### src/pump_ctrl_pkg.sv
package pump_ctrl_pkg;

    // Register indices; the byte address is four times the index
    localparam logic [7:0] IDX_PUMP = 8'h09;
    localparam logic [7:0] IDX_BIAS = 8'h0A;
    localparam logic [7:0] IDX_DET = 8'h0B;
    localparam logic [7:0] IDX_LOCK = 8'h0F;
    localparam logic [1:0] WORD_LSBS = 2'h0;

    localparam logic [23:0] PUMP_RST = 24'h000000;
    localparam logic [23:0] PUMP_WMASK = 24'hFFFF9C;
    localparam logic [1:0] BIAS_RST = 2'h0;
    localparam logic [11:0] DET_RST = 12'h870;

    // Pump current register fields
    localparam int SRC_OFS_LSB = 2;
    localparam int SNK_OFS_LSB = 7;
    localparam int SRC_TRIM_LSB = 10;
    localparam int SNK_TRIM_LSB = 14;
    localparam int SRC_MAIN_LSB = 18;
    localparam int SNK_MAIN_LSB = 21;
    localparam logic [2:0] MAIN_OFF = 3'h0;

    // Detector register fields
    localparam int DELAY_LSB = 0;
    localparam int SWAP_BIT = 3;
    localparam int RAISE_EN_BIT = 4;
    localparam int LOWER_EN_BIT = 5;
    localparam int LOCK_OE_BIT = 6;
    localparam int FORCE_RAISE_BIT = 7;
    localparam int FORCE_LOWER_BIT = 8;
    localparam int MUTE_BIT = 9;

    localparam logic [1:0] HTRANS_NONSEQ = 2'h2;
    localparam logic HRESP_OKAY = 1'h0;

    typedef struct packed {
        logic [2:0] source_offset;
        logic [2:0] sink_offset;
        logic [3:0] source_trim;
        logic [3:0] sink_trim;
        logic [2:0] source_main;
        logic [2:0] sink_main;
        logic [1:0] amp_bias;
        logic amp_active;
        logic source_tristate;
        logic sink_tristate;
        logic [2:0] reset_delay;
    } pump_codes_type;

    typedef struct packed {
        logic out;
    } gate_state_type;

    typedef struct packed {
        logic [23:0] pump;
        logic [1:0] bias;
        logic [11:0] det;
        logic wr_pend;
        logic [7:0] wr_idx;
        logic [31:0] rdata;
        logic ready;
        pump_codes_type codes;
        logic lock_out;
        logic lock_oe_n;
    } ctrl_state_type;

endpackage

### src/detector_gate_cell.sv
`timescale 1ns/1ps
module detector_gate_cell
(
    input wire logic mclk,
    input wire logic rst,
    input wire logic ce,
    input wire logic raw,
    input wire logic enable,
    input wire logic force_on,
    input wire logic mute,
    input wire logic locked,
    output logic out_q
);
    pump_ctrl_pkg::gate_state_type s_q;
    pump_ctrl_pkg::gate_state_type s_d;
    logic pass;

    always_comb
    begin
        s_d = s_q;
        // Mute mode opens both paths while unlocked
        if (mute)
            pass = !locked || enable;
        else
            pass = enable;
        // Forcing beats both the enable and the mute gating
        s_d.out = force_on || (raw && pass);
    end

    always_ff @(posedge mclk or posedge rst)
    begin
        if (rst)
            s_q <= '0;
        else if (ce)
            s_q <= s_d;
    end

    assign out_q = s_q.out;
endmodule // detector_gate_cell

### src/phase_detector_pump_control.sv
// Notes on behaviour
// Source offset code, three bits, 55 uA steps, reset zero.
// Sink offset code, three bits, 55 uA steps, reset zero.
// Source trim code, four binary-weighted bits of 7 uA, zero means none.
// Sink trim code, four bits of 7 uA each, reset zero.
// Main codes step 500 uA; zero tristates pump when detector disabled.
// Software writes zero to pump register bits 1:0 and 6:5.
// Amplifier bias code of two bits, active only with pump enabled.
// Software programs detector reset delay to 010, never 000 in integer mode.
// Swap bit exchanges the two detector inputs.
// Raise and lower enables, reset one, gate outputs under mute setting.
// Lock output enable drives the lock flag onto the lock pin.
// Force-raise holds the raise output active, reset zero.
// Force-lower holds the lower output active, reset zero.
// Mute set: locked disables disabled outputs; unlocked passes both.
// Mute clear: enables gate outputs at all times.
// Lock flag drives muting and reads at its own status register.
// A force bit overrides enable and mute gating.
// Spare detector bits 10 and 11 are plain storage, reset 0 and 1.
//
// Local design decision: the AHB-Lite interface to the registers.
`timescale 1ns/1ps
module phase_detector_pump_control
#(
    parameter int ADDR_W = 32
)
(
    input wire logic mclk,
    input wire logic rst,
    input wire logic ce,
    input wire logic hsel,
    input wire logic [ADDR_W-1:0] haddr,
    input wire logic [1:0] htrans,
    input wire logic hwrite,
    input wire logic [2:0] hsize,
    input wire logic [31:0] hwdata,
    input wire logic hready,
    output logic hreadyout,
    output logic [31:0] hrdata,
    output logic hresp,
    input wire logic pump_enable_bit,
    input wire logic detector_enable,
    input wire logic locked,
    input wire logic ref_raise_raw,
    input wire logic ref_lower_raw,
    output pump_ctrl_pkg::pump_codes_type pump_codes,
    output logic detector_raise,
    output logic detector_lower,
    output logic lock_serial_out_pin_o,
    output logic lock_serial_out_pin_oe_n
);
    pump_ctrl_pkg::ctrl_state_type s_q;
    pump_ctrl_pkg::ctrl_state_type s_d;
    logic [7:0] req_idx;
    logic req_taken;
    logic raise_in;
    logic lower_in;

    ////////////////////////////////////////////////////////////////////////
    // Bus slave and register file

    assign req_idx = haddr[9:2];
    assign req_taken = hsel && hready
        && (htrans == pump_ctrl_pkg::HTRANS_NONSEQ);

    always_comb
    begin
        s_d = s_q;
        s_d.ready = 1'b1;
        // Write data arrives one cycle after its address phase
        if (s_q.wr_pend)
        begin
            case (s_q.wr_idx)
                pump_ctrl_pkg::IDX_PUMP:
                    s_d.pump = hwdata[23:0] & pump_ctrl_pkg::PUMP_WMASK;
                pump_ctrl_pkg::IDX_BIAS:
                    s_d.bias = hwdata[1:0];
                pump_ctrl_pkg::IDX_DET:
                    s_d.det = hwdata[11:0];
                default:
                    s_d.det = s_d.det;
            endcase
        end
        s_d.wr_pend = req_taken && hwrite;
        s_d.wr_idx = req_idx;
        // Reads see the post-write value so write then read needs no stall
        if (req_taken && !hwrite)
        begin
            case (req_idx)
                pump_ctrl_pkg::IDX_PUMP:
                    s_d.rdata = {8'h00, s_d.pump};
                pump_ctrl_pkg::IDX_BIAS:
                    s_d.rdata = {30'h00000000, s_d.bias};
                pump_ctrl_pkg::IDX_DET:
                    s_d.rdata = {20'h00000, s_d.det};
                pump_ctrl_pkg::IDX_LOCK:
                    s_d.rdata = {31'h00000000, locked};
                default:
                    s_d.rdata = 32'h00000000;
            endcase
        end

        ////////////////////////////////////////////////////////////////////
        // Analog code outputs, registered from the stored fields and the enable inputs
        s_d.codes.source_offset =
            s_q.pump[pump_ctrl_pkg::SRC_OFS_LSB +: 3];
        s_d.codes.sink_offset =
            s_q.pump[pump_ctrl_pkg::SNK_OFS_LSB +: 3];
        s_d.codes.source_trim =
            s_q.pump[pump_ctrl_pkg::SRC_TRIM_LSB +: 4];
        s_d.codes.sink_trim =
            s_q.pump[pump_ctrl_pkg::SNK_TRIM_LSB +: 4];
        s_d.codes.source_main =
            s_q.pump[pump_ctrl_pkg::SRC_MAIN_LSB +: 3];
        s_d.codes.sink_main =
            s_q.pump[pump_ctrl_pkg::SNK_MAIN_LSB +: 3];
        s_d.codes.source_tristate = !detector_enable
            && (s_d.codes.source_main == pump_ctrl_pkg::MAIN_OFF);
        s_d.codes.sink_tristate = !detector_enable
            && (s_d.codes.sink_main == pump_ctrl_pkg::MAIN_OFF);
        s_d.codes.amp_bias = s_q.bias;
        s_d.codes.amp_active = pump_enable_bit;
        // Delay is passed on as written; no guard against 000 here
        s_d.codes.reset_delay = s_q.det[pump_ctrl_pkg::DELAY_LSB +: 3];

        s_d.lock_out = locked;
        s_d.lock_oe_n = !s_q.det[pump_ctrl_pkg::LOCK_OE_BIT];
    end

    always_ff @(posedge mclk or posedge rst)
    begin
        if (rst)
        begin
            s_q <= '0;
            s_q.pump <= pump_ctrl_pkg::PUMP_RST;
            s_q.bias <= pump_ctrl_pkg::BIAS_RST;
            s_q.det <= pump_ctrl_pkg::DET_RST;
            s_q.lock_oe_n <= 1'b1;
        end
        else if (ce)
            s_q <= s_d;
    end

    assign hreadyout = s_q.ready;
    assign hrdata = s_q.rdata;
    assign hresp = pump_ctrl_pkg::HRESP_OKAY;
    assign pump_codes = s_q.codes;
    assign lock_serial_out_pin_o = s_q.lock_out;
    assign lock_serial_out_pin_oe_n = s_q.lock_oe_n;

    ////////////////////////////////////////////////////////////////////////
    // Detector output gating

    // Swap exchanges the two comparison inputs, which flips the polarity
    assign raise_in = s_q.det[pump_ctrl_pkg::SWAP_BIT] ?
        ref_lower_raw : ref_raise_raw;
    assign lower_in = s_q.det[pump_ctrl_pkg::SWAP_BIT] ?
        ref_raise_raw : ref_lower_raw;

    detector_gate_cell raise_cell
    (
        .mclk(mclk),
        .rst(rst),
        .ce(ce),
        .raw(raise_in),
        .enable(s_q.det[pump_ctrl_pkg::RAISE_EN_BIT]),
        .force_on(s_q.det[pump_ctrl_pkg::FORCE_RAISE_BIT]),
        .mute(s_q.det[pump_ctrl_pkg::MUTE_BIT]),
        .locked(locked),
        .out_q(detector_raise)
    );

    detector_gate_cell lower_cell
    (
        .mclk(mclk),
        .rst(rst),
        .ce(ce),
        .raw(lower_in),
        .enable(s_q.det[pump_ctrl_pkg::LOWER_EN_BIT]),
        .force_on(s_q.det[pump_ctrl_pkg::FORCE_LOWER_BIT]),
        .mute(s_q.det[pump_ctrl_pkg::MUTE_BIT]),
        .locked(locked),
        .out_q(detector_lower)
    );
endmodule // phase_detector_pump_control

### config.mk
export PLATFORM = sky130hd
export DESIGN_NAME = phase_detector_pump_control
export DESIGN_NICKNAME = d
export VERILOG_FILES = /design/src/pump_ctrl_pkg.sv /design/src/detector_gate_cell.sv /design/src/phase_detector_pump_control.sv
export SDC_FILE = /design/constraint.sdc
export NUM_CORES = 1
export LEC_CHECK = 0
export BUFFER_PORTS_ARGS = -buffer_cell sky130_fd_sc_hd__buf_2
export CORE_AREA = 2 2 98 100
export DETAILED_ROUTE_END_ITERATION = 16
export DIE_AREA = 0 0 100 102
export PLACE_DENSITY = 0.91
export SYNTH_ARGS = -nofsm -noshare
export SYNTH_HDL_FRONTEND = slang
export SYNTH_SLANG_ARGS = --single-unit
### constraint.sdc
create_clock -name mclk -period 6.95 [get_ports mclk]
set_clock_uncertainty 0.2 [all_clocks]
set_input_delay 0.3475 -clock mclk [delete_from_list [all_inputs] [get_ports mclk]]
set_output_delay 0.3475 -clock mclk [all_outputs]
set_load 0.01 [all_outputs]
After elaboration in Yosys (flattened, before gate mapping):

Cells that the tools add are included.

* flip-flop bits (word level): 112
* logic and storage cells: 58

* eq/ne operators: 8
* mux-type cells: 9
* reduce and logical (&&, ||, !) cells: 19

Operator list (number)
* $pmux W24 S4: 1
* $eq A8 B4 Y1 const B: 7
* $mux W38: 1
* $mux W24: 1
* $mux W12: 1
* $logic_and A1 B1 Y1: 8
* $logic_not A3 Y1: 2
* $logic_not A1 Y1: 4
* $logic_or A1 B1 Y1: 4
* $mux W1: 4
* $eq A2 B2 Y1 const B: 1
* $mux W2: 1
* $reduce_and A2 Y1: 1

Longest topological paths before layout:

Gate-level depths: netlist of run 1.

* depth in word-level cells: 5
* depth in mapped cells: 7
* gate-level depth less buffers: 5

Cells and area by module:

From an unflattened synthesis of run 1, not the netlist that was laid out.

* cell total of the unflattened synthesis: 396
* area total of the unflattened synthesis: 4932.2 um^2

By module, submodules not included
* phase_detector_pump_control: instances 1, cells each 382, area an instance 4824.6 um^2, seq. area each 2558.7 um^2
* detector_gate_cell: instances 2, cells each 7, area an instance 53.8 um^2, seq. area each 25.0 um^2

Worst setup path before layout of run 1:

OpenSTA, ideal clock, no wires.

* kind: register -> register
* start point: register s_q[68] (netlist bit)
* end point: register s_q (netlist bit hrdata[2])
* setup time: 0.118 ns
* arrival time: 1.922 ns
* required time: 6.632 ns
* path slack: 4.710 ns
* stages on the path, launching flop included: 7
* path buffers: 1
* cells stage by stage: dfrtp_1 > or4b_4 > nor3_4 > buf_4 > mux2i_1 > o22ai_1 > a21o_1

* cells in the longest elaborated chain, start to end: 4
* elaborated cells between the ends (all ways): 6

Ends and longest elaborated chain
* from (decl): line phase_detector_pump_control.sv:52 `pump_ctrl_pkg::ctrl_state_type s_q;`
* $eq A8 B4 Y1: line phase_detector_pump_control.sv:73 `case (s_q.wr_idx)`
* $mux W12 / $mux W24 (equally long branches): line phase_detector_pump_control.sv:73
* $mux W38 (*): line phase_detector_pump_control.sv:71 `if (s_q.wr_pend)`
* $pmux W24 S4 (*): line phase_detector_pump_control.sv:89 `case (req_idx)`

Every way passes the cells marked *; elsewhere a longest branch is shown, timed or not.
A chain may end at the register's enable or synchronous reset.

Worst setup path in the final report of run 1:

* start point: register s_q[68] (netlist bit)
* end point: register s_q (netlist bit hrdata[0])

* cells in the longest elaborated chain, start to end: 4
* elaborated cells between the ends (all ways): 8

Ends and longest elaborated chain (line)
* $eq A8 B4 Y1: phase_detector_pump_control.sv:73
* $mux W12 (tied with other cells): phase_detector_pump_control.sv:73
* $mux W38 (*): phase_detector_pump_control.sv:71
* $pmux W24 S4 (*): phase_detector_pump_control.sv:89

Marked as above.

==> metrics.csv, run 1 <==
stage,metric,value,unit
status,outcome,finished clean,
floorplan,die_x,100,um
finish,diodes,0,
floorplan,initial_core_util,54.3,%
logic_synthesis,synth_fa_ha_area_share,0.202,%
finish,final_cell_count_no_fill,562,
clock_network,clock_latency,0.35,ns
place,dpl.cell_count,545,
floorplan,rows,35,
logic_synthesis,ys_ff_latch,104,
drt,wl_per_cell,17.5,um
logic_synthesis,avgSynthCellArea,12.3,sq um
sta,finalSetupTns,0,ns
worst_setup_path,max_stage_delay,0.75,ns
sta,period_needed,2.94,ns
worst_setup_path,worstSetupStartpointType,register,
logic_synthesis,synth_top_family_by_area,multiplexers,
floorplan,die_h,102,um
finish,drive_gt1_share,41.7,%
finish,final_cell_mix,"buf_2 (101), dfrtp_1 (99), mux2_2 (56)",
clock_network,tritoncts,yes,
clock_network,post-cts-setup-buffer-count,0,
place,dp_hpwl,6760,um
job,cap_violations,0,
logic_synthesis,synthSimpleGateAreaFrac,7.08,%
drt,dr.pass1.iters,5,
clock_network,clockBufferDepth,2,
sta,drv_slew,0,
global_route,grt_pass1_wl,16400,um
place,gp_congestion,0.819,
place,postPlaceCellArea,0.00511,sq mm
worst_setup_path,r2r_start,s_q[68],
place,io_buffers,101,
sta,rsz0062_at_grt,false,
sta,hold_slack,0.0187,ns
finish,post-route-util,58.2,%
logic_synthesis,synth_area_leaders,"dfrtp_1 (50%), mux2_2 (13%), buf_4 (9.6%)",
drt,drc,0,
logic_synthesis,muxShareOfSynthArea,22.9,%
pwr,power,1.04,mW
sta,worstMarginPinSlew,0.850,ns
logic_synthesis,synth.distinct_cells,42,
finish,area_delta_synth_final,7.18,%
worst_setup_path,end_kind,register,
worst_setup_path,critPathKind,reg -> reg,
logic_synthesis,synth_compound_area_share,5.64,%
logic_synthesis,ys_seq_area_share,52.7,%
worst_setup_path,critPathSlowestCell,nand3_1,
global_route,grt_antenna_before_repair,0,
floorplan,io_pins,146,
drt,routed_via_density,5.64,
worst_setup_path,crit_fanout,12,
logic_synthesis,netlist_area,0.00495,sq mm
worst_setup_path,path_depth,5,
worst_setup_path,cp_top_family,simple AND/OR/NAND/NOR gates,
global_route,grt_overflow,0,
clock_network,cts_root_buf,clkbuf_8,
place,place_worst_setup_slack,3.97,ns
finish,nFillCells,751,
clock_network,cts_sinks,104,
drt,antenna_left,0,
sta,fin_ws,4.01,ns
worst_setup_path,crit_buf_inv,0,
floorplan,core_area,0.00911,sq mm
logic_synthesis,netlist_instances,401,
drt,drt_wl_total,9850,um
logic_synthesis,yosysTopAreaCellShare,50.1,%
sta,hold_viol,0,
worst_setup_path,crit_chain,nor4b_1 -> nand3_1 -> mux2_2 -> a211oi_1 -> o21ai_0,
clock_network,cts_resized,0,
worst_setup_path,ff2ff_setup_slack,4.01,ns
drt,drt_iter0_drc,110,
logic_synthesis,ys_warn_count,0,
worst_setup_path,r2r-end,hrdata[0],
pwr,power.density,195,mW/mm^2
global_route,grt_max_degree,59,
global_route,grt_pass1_vias,3389,
global_route,grt_use_total,20.4,%
worst_setup_path,arrival,2.98,ns
worst_setup_path,crit_end,hrdata[0],
sta,timing.fmax,0.340,GHz
finish,stdcell_area,0.00531,sq mm
sta,finalSetupViolCount,0,
logic_synthesis,synth_top_area_cell,dfrtp_1,
floorplan,die_area,0.0102,sq mm
logic_synthesis,synthXorXnorAreaFrac,0,%
min_path,holdCritPathClass,in -> reg,
worst_setup_path,rr_worst_depth,5,
worst_setup_path,crit_required,6.98,ns
clock_network,numCtsBuffers,9,
finish,final_common_cell,buf_2,
drt,vias,3167,
pwr,leakage,2.79,nW
sta,maxSlewHeadroom,43.2,%
pwr,ir_drop,108,uV
sta,period_share,42.4,%
finish,layout.nets,526,
clock_network,clkTransAtPathRegs,0.10,ns
worst_setup_path,crit_path_start,s_q[68],
clock_network,htree_levels,3,
[cell families (layout without fill, tap and decap cells)]
group,count (synthesis),after routing
fa+ha+maj,1,1
buf+inv,87,129
simple gates,61,61
other cells,1,9
flops,104,104
compound gates,43,43
mux,104,104
[registers in the layout, summed over array words and instances, names as in the netlist]
name and flops:
pump_codes 28, s_d 25, hrdata 24, s_q 22, hreadyout 1, lock_serial_out_pin_o 1
lock_serial_out_pin_oe_n 1, lower_cell.out_q 1, raise_cell.out_q 1
[power breakdown]
group / internal, mW / switching [mW]
Sequential: 0.615 / 0.00875
Combinational: 0.0274 / 0.0390
Clock: 0.150 / 0.196
Total: 0.793 / 0.243
[cell type report]
cell class	count	area [sq um]	area share (%)
flip-flops and latches	104	2610	49.2
multi-input cells	218	1810	34.0
repair buffers	105	538	10.1
clock buffers	12	155	2.92
well taps	111	139	2.62
inverters	8	32.5	0.613
clock inverters	4	26.3	0.495
[how the worst min path moves through the flow]
stage                from  slack [ns]  cells past startpoint              to
6_report       hwdata[17]        0.02                      2         s_d[19]
5_1_grt        hwdata[16]        0.01                      2         s_d[18]
4_1_cts        hwdata[17]       0.007                      2         s_d[19]
3_5_place_dp          rst        0.25                      2         s_d[25]
3_3_place_gp          rst        0.23                      2  pump_codes[23]
2_1_floorplan     s_q[87]        0.24                      1         s_q[87]
[routing by layer]
layer / GRT usage [%] / part of all wire [%] / vias up
met1: 25.2 / 42 / 1608
met4: 8.54 / 1.9 / 0
met5: 0 / 0 / -
met2: 35.6 / 50 / 115
met3: 3.63 / 5.4 / 19
li1: - / - / 1425
[synthesized netlist by cell type]
| cell | n |
|---|---|
| a21oi_1 | 1 |
| nor3_4 | 1 |
| or4b_4 | 1 |
| or4bb_1 | 2 |
| nor4bb_1 | 1 |
| mux2i_1 | 31 |
| or2_2 | 2 |
| or3b_2 | 2 |
| nand2_2 | 1 |
| mux2_1 | 17 |
| conb_1 | 1 |
| a221oi_1 | 1 |
| nand4b_1 | 1 |
| o32ai_1 | 1 |
| nor2_1 | 6 |
| inv_1 | 8 |
| dfstp_2 | 5 |
| o31ai_1 | 1 |
| a211oi_1 | 2 |
| nor2b_1 | 1 |
| nand4_1 | 4 |
| nor3b_1 | 2 |
| mux2_2 | 56 |
| nand3_1 | 1 |
| nor4b_1 | 2 |
| o22ai_1 | 8 |
| nor4_1 | 2 |
| buf_1 | 1 |
| o221ai_1 | 5 |
| buf_4 | 63 |
| and2_1 | 3 |
| dfrtp_1 | 99 |
| clkbuf_1 | 13 |
| a31oi_1 | 2 |
| nor3_1 | 1 |
| a21o_1 | 7 |
| o21ai_0 | 15 |
| nand2_1 | 24 |
| nand2b_1 | 3 |
| maj3_1 | 1 |
| and3_1 | 1 |
| buf_2 | 2 |
[what timing repair did]
item / 4_1_cts / 5_1_grt
hold buffers: 1 / 0
endpoints found under the setup margin: 0 / 0
hold endpoints to repair: 45 / 0
Note: power is estimated with default switching activity, not from simulation.
==> inputs of run 2 (changes only) <==
ABC_AREA = 1   (was default)
CORE_AREA = 2 2 109 111   (was 2 2 98 100)
DIE_AREA = 0 0 111 113   (was 0 0 100 102)
PLACE_DENSITY = 0.82   (was 0.91)
clock period = 2.5 ns   (was 6.95 ns; I/O delays follow)
==> run 2 against run 1 <==
Register-to-register slack lost 3.5 ns. Final cell count grew 59%. Critical path depth grew 6. Combinational power grew to 5.8 times the previous value. Non-clock buffer count grew 49. First-iteration DRC count grew to 4.3 times the previous value. Synthesized cell count grew 66%. Sequential power grew to 2.9 times the previous value. Die area grew 23%. Wire length grew 24%. Largest cell class unchanged. Highest routed layer unchanged.
==> metrics.csv, run 2 <==
stage,metric,value,unit,change
logic_synthesis,ys_ff_latch,104,,unchanged
logic_synthesis,async_reset_ff_share,100,%,unchanged
drt,routed.top_layer,met4,,
logic_synthesis,ys_warn_count,0,,unchanged
clock_network,clock_latency,0.35,ns,about the same
global_route,grt_use_total,19.9,%,-0.48 points
clock_network,numCtsBuffers,9,,unchanged
global_route,grt_antenna_before_repair,0,,unchanged
sta,period_share,79.9,%,
worst_setup_path,cpMostUsedCell,nand2_1,,
pwr,ir_drop,412,uV,+280%
worst_setup_path,cp_top_family,buffers and inverters,,
floorplan,io_pins,146,,unchanged
clock_network,cts_sinks,104,,unchanged
job,cap_violations,0,,unchanged
drt,drt_wl_total,12200,um,+24%
worst_setup_path,critPathSlowestCell,dlygate4sd3_1,,
worst_setup_path,worstSetupStartpointType,input port,,
finish,final_common_cell,nand2_1,,
worst_setup_path,r2r_start,s_q[67],,
place,dp_hpwl,8200,um,+21%
worst_setup_path,crit_buf_inv,4,,+4
finish,final_cell_mix,"nand2_1 (245), buf_2 (101), dfrtp_1 (99)",,
floorplan,die_x,111,um,+11%
drt,wl_met2,5560,um,+12%
clock_network,htree_levels,3,,unchanged
floorplan,rows,39,,+11%
min_path,hp-start,ref_raise_raw,,
worst_setup_path,critPathKind,in -> reg,,
drt,antenna_left,0,,unchanged
worst_setup_path,crit_required,2.59,ns,-4.39 ns
sta,hold_slack,0.0118,ns,-0.00688 ns
sta,worstMarginPinSlew,0.575,ns,-0.275 ns
worst_setup_path,crit_fanout,12,,unchanged
clock_network,cts_root_buf,clkbuf_16,,
worst_setup_path,crit_chain,dlygate4sd3_1 -> buf_2 -> inv_1 -> nand2_1 -> nor2_1 -> nand2_1 -> inv_1 -> nand3_1 -> nand3_1 -> nand2_1 -> nand2_1,,
min_path,holdPathEnd,raise_cell.out_q,,
logic_synthesis,avgSynthCellArea,7.82,sq um,-37%
floorplan,die_area,0.0125,sq mm,+23%
logic_synthesis,netlist_area,0.00519,sq mm,+4.9%
clock_network,cts_resized,0,,unchanged
finish,layout.nets,828,,+57%
logic_synthesis,netlist_instances,664,,+66%
drt,wl_per_cell,13.7,um,-22%
pwr,leakage,3.46,nW,+24%
logic_synthesis,yosysTopAreaCellShare,47.7,%,-2.3 points
pwr,power.density,596,mW/mm^2,+200%
finish,drive_gt1_share,19.0,%,-23 points
sta,period_needed,2.00,ns,
floorplan,initial_core_util,46.1,%,-8.3 points
drt,met1Wirelength,5440,um,+31%
global_route,grt_pass1_vias,4142,,+22%
drt,dr.pass1.iters,5,,unchanged
drt,drc,0,,unchanged
clock_network,hold_buffers,39,,+38
logic_synthesis,synth_top_area_cell,dfrtp_1,,
drt,vias,4359,,+38%
floorplan,core_area,0.0113,sq mm,+24%
sta,finalSetupViolCount,0,,unchanged
logic_synthesis,yosysMostFrequentCell,nand2_1,,
worst_setup_path,arrival,2.09,ns,-0.89 ns
place,gp_congestion,0.897,,+9.5%
sta,hold_viol,0,,unchanged
finish,nFillCells,976,,+30%
place,io_buffers,101,,unchanged
global_route,grt_pass1_wl,20200,um,+24%
sta,maxSlewHeadroom,61.7,%,+19 points
clock_network,clkTransAtPathRegs,0.07,ns,-0.03 ns
clock_network,clockBufferDepth,2,,unchanged
logic_synthesis,synth-main-ff-cell,dfrtp_1,,
min_path,whs_path_depth,5,,+3
finish,largest_reg_flops,28,,unchanged
pwr,power,3.66,mW,+250%
drt,routed_via_density,4.86,,-14%
drt,wl_met3,942,um,+76%
sta,finalSetupTns,0,ns,unchanged
floorplan,die_h,113,um,+11%
global_route,grt_max_degree,105,,+78%
worst_setup_path,ff2ff_setup_slack,0.54,ns,-3.47 ns
logic_synthesis,synth_common_cells,"nand2_1 (245), dfrtp_1 (99), inv_1 (62), buf_4 (61), nand3_1 (60)",,
logic_synthesis,synth_edf_count,0,,unchanged
finish,area_delta_synth_final,18.3,%,
worst_setup_path,rr_worst_depth,7,,+2
sta,drv_slew,0,,unchanged
finish,multi_input_area,0.00179,sq mm,-0.62%
sta,rsz0062_at_grt,false,,
min_path,holdCritPathClass,in -> reg,,
logic_synthesis,synth_area_leaders,"dfrtp_1 (48%), nand2_1 (18%), buf_4 (8.8%)",,
logic_synthesis,synth.distinct_cells,27,,-36%
finish,diodes,0,,unchanged
drt,drt_iter0_drc,477,,+330%
finish,regArea,0.00261,sq mm,unchanged
global_route,grt_overflow,0,,unchanged
clock_network,tritoncts,yes,,
worst_setup_path,r2r-end,s_d[15],,
clock_network,post-cts-setup-buffer-count,0,,unchanged
status,outcome,finished clean,,
worst_setup_path,end_kind,register,,
worst_setup_path,max_stage_delay,0.53,ns,-0.22 ns
sta,timing.fmax,0.501,GHz,
logic_synthesis,ys_seq_area_share,50.3,%,-2.5 points
## run 2: routing by layer
metal / global-route usage, % / vias to the layer above
met3: 4.71 / 24
met5: 0 / -
li1: - / 2166
met1: 28.1 / 1976
met2: 30.3 / 193
met4: 7.25 / 0
## run 2: cell type report
| cell class | count | share of cell area, % |
|---|---|---|
| sequential | 104 | 42.5 |
| multi-input combinational | 417 | 29.2 |
| timing repair buffer | 154 | 16.5 |
| inverter | 62 | 3.85 |
| clock buffer | 9 | 3.67 |
| tap | 143 | 2.91 |
| clock inverter | 7 | 1.37 |
## run 2: power by group
part           switching (mW)  internal (mW)
logic                   0.235          0.154
registers              0.0413           1.77
clock network           0.657          0.796
total                   0.933           2.73
## run 2: cell families after synthesis
group,synth area share [%]
and+or+nand+nor,26.8
buffers and inverters,15.8
DFF,50.3
AOI/OAI and AO/OA,6.94
muxes,0.217
other,0.0722
## run 2: tightest hold or removal path: stages
cell and delay (ns):
buf_2 0.11, nand2_1 0.05, o21ai_0 0.07, o21ai_0 0.09
a31oi_1 0.08
## run 2: through the flow
stage | worst slack [ns] | instances | area (sq um) | utilization (%)
global route | 0.328 | 896 | 6140 | 54.5
finish | 0.503 | 896 | 6140 | 54.5
floorplan | 0.882 | 672 | 5230 | -
detailed placement | 0.580 | 841 | 5440 | 48.3
global placement | 0.607 | 841 | 5440 | 48.3
CTS | 0.547 | 896 | 6140 | 54.5
## run 2: worst max-delay path by stage
stage	start	to	slack, ns	cells after the start
after detailed placement	s_q[68]	s_d[15]	0.58	7
after floorplan	s_q[65]	hrdata[2]	0.88	11
after global placement	s_q[67]	s_d[15]	0.61	7
final	haddr[7]	hrdata[1]	0.50	11
after global routing	haddr[7]	hrdata[5]	0.33	11
after CTS	s_q[68]	s_d[15]	0.55	7
==> inputs of run 3 (changes only) <==
ABC_AREA = 0   (was 1)
CORE_AREA = 2 2 101 103   (was 2 2 109 111)
DIE_AREA = 0 0 103 105   (was 0 0 111 113)
PLACE_DENSITY = 0.87   (was 0.82)
clock period = 2 ns   (was 2.5 ns; I/O delays follow)
==> run 3 against run 2 <==
The run now ends with negative setup slack left. Non-clock buffer count rose by 17. Clock-buffer cell count rose by 1. Final cell count fell by 27%. Setup slack got worse by 0.82 ns. Via count fell by 21%. Critical endpoint is now s_d[17].
==> metrics.csv, run 3 (synthesis results as in run 1) <==
stage,metric,value,unit,change
job,cap_violations,0,,unchanged
min_path,holdCritPathClass,in -> reg,,
drt,routed_via_density,5.29,,+8.7%
drt,dr.pass1.iters,4,,-1
sta,hold_viol,0,,unchanged
status,violations,negative setup slack,,
min_path,hp-start,ce,,
min_path,holdPathEnd,hrdata[1],,
finish,nFillCells,768,,-21%
global_route,grt_pass1_wl,17700,um,-12%
finish,largest_reg_flops,28,,unchanged
drt,drc,0,,unchanged
finish,drive_gt1_share,43.1,%,+24 points
worst_setup_path,arrival,2.36,ns,+0.27 ns
drt,wl_per_cell,17.0,um,+24%
global_route,grt_pass1_vias,3680,,-11%
sta,drv_slew,0,,unchanged
drt,antenna_left,0,,unchanged
sta,period_needed,2.31,ns,
place,gp_congestion,0.847,,-5.6%
worst_setup_path,crit_required,2.04,ns,-0.55 ns
floorplan,die_h,105,um,-7.1%
worst_setup_path,end_kind,register,,
worst_setup_path,r2r_start,s_q[68],,
sta,fin_ws,-0.313,ns,-0.816 ns
sta,period_share,116,%,
sta,maxSlewHeadroom,67.4,%,+5.7 points
place,dpl.cell_count,589,,-30%
sta,worstMarginPinSlew,0.482,ns,-0.0927 ns
finish,stdcell_area,0.00609,sq mm,-0.86%
clock_network,htree_levels,3,,unchanged
finish,final_common_cell,buf_2,,
place,io_buffers,101,,unchanged
finish,final_cell_mix,"buf_2 (101), dfrtp_1 (99), mux2_2 (56)",,
min_path,whs_path_depth,4,,-1
status,outcome,finished with violations,,
place,dp_hpwl,7200,um,-12%
pwr,power.density,628,mW/mm^2,+5.3%
global_route,grt_overflow,0,,unchanged
sta,finalSetupViolCount,60,,+60
floorplan,core_area,0.00964,sq mm,-14%
place,place_worst_setup_slack,-0.290,ns,-0.869 ns
place,postPlaceCellArea,0.00535,sq mm,-1.6%
pwr,leakage,3.12,nW,-9.9%
global_route,grt_antenna_before_repair,0,,unchanged
worst_setup_path,r2r-end,s_d[17],,
finish,final_cell_count_no_fill,650,,-27%
clock_network,clkTransAtPathRegs,0.10,ns,+0.03 ns
global_route,grt_use_total,21.2,%,+1.3 points
clock_network,tritoncts,yes,,
finish,area_delta_synth_final,23.0,%,
sta,timing.fmax,0.432,GHz,
pwr,ir_drop,506,uV,+23%
worst_setup_path,critPathKind,reg -> reg,,
floorplan,initial_core_util,51.3,%,+5.3 points
worst_setup_path,crit_fanout,5,,-7
drt,vias,3436,,-21%
sta,rsz0062_at_grt,true,,
global_route,grt_max_degree,66,,-37%
finish,post-route-util,63.2,%,+8.7 points
worst_setup_path,rr_worst_depth,6,,-1
drt,drt_iter0_drc,124,,-74%
drt,drt_wl_total,11000,um,-9.8%
clock_network,clockBufferDepth,2,,unchanged
finish,layout.nets,592,,-29%
floorplan,io_pins,146,,unchanged
floorplan,die_x,103,um,-7.2%
worst_setup_path,worstSetupStartpointType,register,,
clock_network,cts_sinks,104,,unchanged
finish,diodes,0,,unchanged
clock_network,cts_root_buf,clkbuf_8,,
floorplan,die_area,0.0108,sq mm,-14%
floorplan,rows,36,,-7.7%
worst_setup_path,ff2ff_setup_slack,-0.31,ns,-0.85 ns
clock_network,numCtsBuffers,9,,unchanged
clock_network,clock_latency,0.36,ns,about the same
-- run 3: cell types whose count changed in the layout (fill, tap and decap cells not counted), moves of 7 or more --
| cell | before | now |
|---|---|---|
| nand2_1 | 245 | 24 |
| nand3_1 | 60 | 1 |
| mux2_2 | 1 | 56 |
| inv_1 | 61 | 7 |
| o21ai_0 | 38 | 2 |
| mux2i_1 | 0 | 31 |
| nor2_1 | 24 | 5 |
| mux2_1 | 0 | 13 |
| o21ai_1 | 25 | 13 |
| clkbuf_8 | 0 | 10 |
| clkbuf_16 | 9 | 0 |
| o22ai_1 | 0 | 8 |
| a21o_1 | 0 | 7 |
| buf_4 | 13 | 20 |
-- run 3: timing repair --
item | in CTS | in global routing
gates resized for setup | 22 | 3
hold buffers | 41 | 0
setup endpoints to repair | 53 | 60
buffers inserted | 1 | 1
hold endpoints to repair | 176 | 0
pin swaps | 1 | 1
gates cloned | 2 | 0
-- run 3: how the worst max path moves through the flow --
stage | startpoint | end | slack (ns) | cells after the start
2_1_floorplan | s_q[64] | s_d[12] | -0.20 | 5
3_3_place_gp | s_q[68] | hrdata[1] | -0.26 | 5
3_5_place_dp | s_q[68] | hrdata[1] | -0.29 | 5
4_1_cts | s_q[70] | s_d[17] | -0.28 | 6
5_1_grt | s_q[68] | s_d[17] | -0.38 | 6
6_report | s_q[68] | s_d[17] | -0.31 | 6
-- run 3: metal layers --
metal | wire length [um] | GRT usage, % | vias up
met5 | 0 | 0 | -
met4 | 235 | 7.24 | 0
met3 | 581 | 4.75 | 19
met2 | 5740 | 36.5 | 132
met1 | 4480 | 25.7 | 1719
li1 | - | - | 1566
-- run 3: where the power goes --
part / switching (mW) / internal [mW] / leakage, nW
Sequential: 0.0277 / 2.14 / 1.39
Clock: 0.705 / 0.614 / 0.0907
Combinational: 0.163 / 0.172 / 1.63
-- run 3: final cells by class --
type,instances,area [sq um],area share [%]
sequential,104,2610,42.8
multi-input combinational,218,1850,30.5
timing repair buffer,171,1220,20.0
tap,133,166,2.73
clock buffer,10,138,2.26
clock inverter,6,68.8,1.13
inverter,8,33.8,0.555
-- run 3: worst max-delay path, stage by stage (launching register included) --
cell	delay [ns]
dfrtp_1	0.41
or4b_4	0.56
buf_6	0.14
nor3_4	0.19
nand2_2	0.15
bufbuf_16	0.30
mux2_2	0.26
-- run 3: metrics by stage --
step	hold slack (ns)	total power, mW	TNS (ns)
floorplan	0.0210	2.35	-5.41
global placement	0.0225	2.45	-7.65
detailed placement	0.0301	2.47	-9.44
CTS	0.0577	3.84	-11.04
global route	0.0934	3.98	-16.90
finish	0.0731	3.82	-13.00
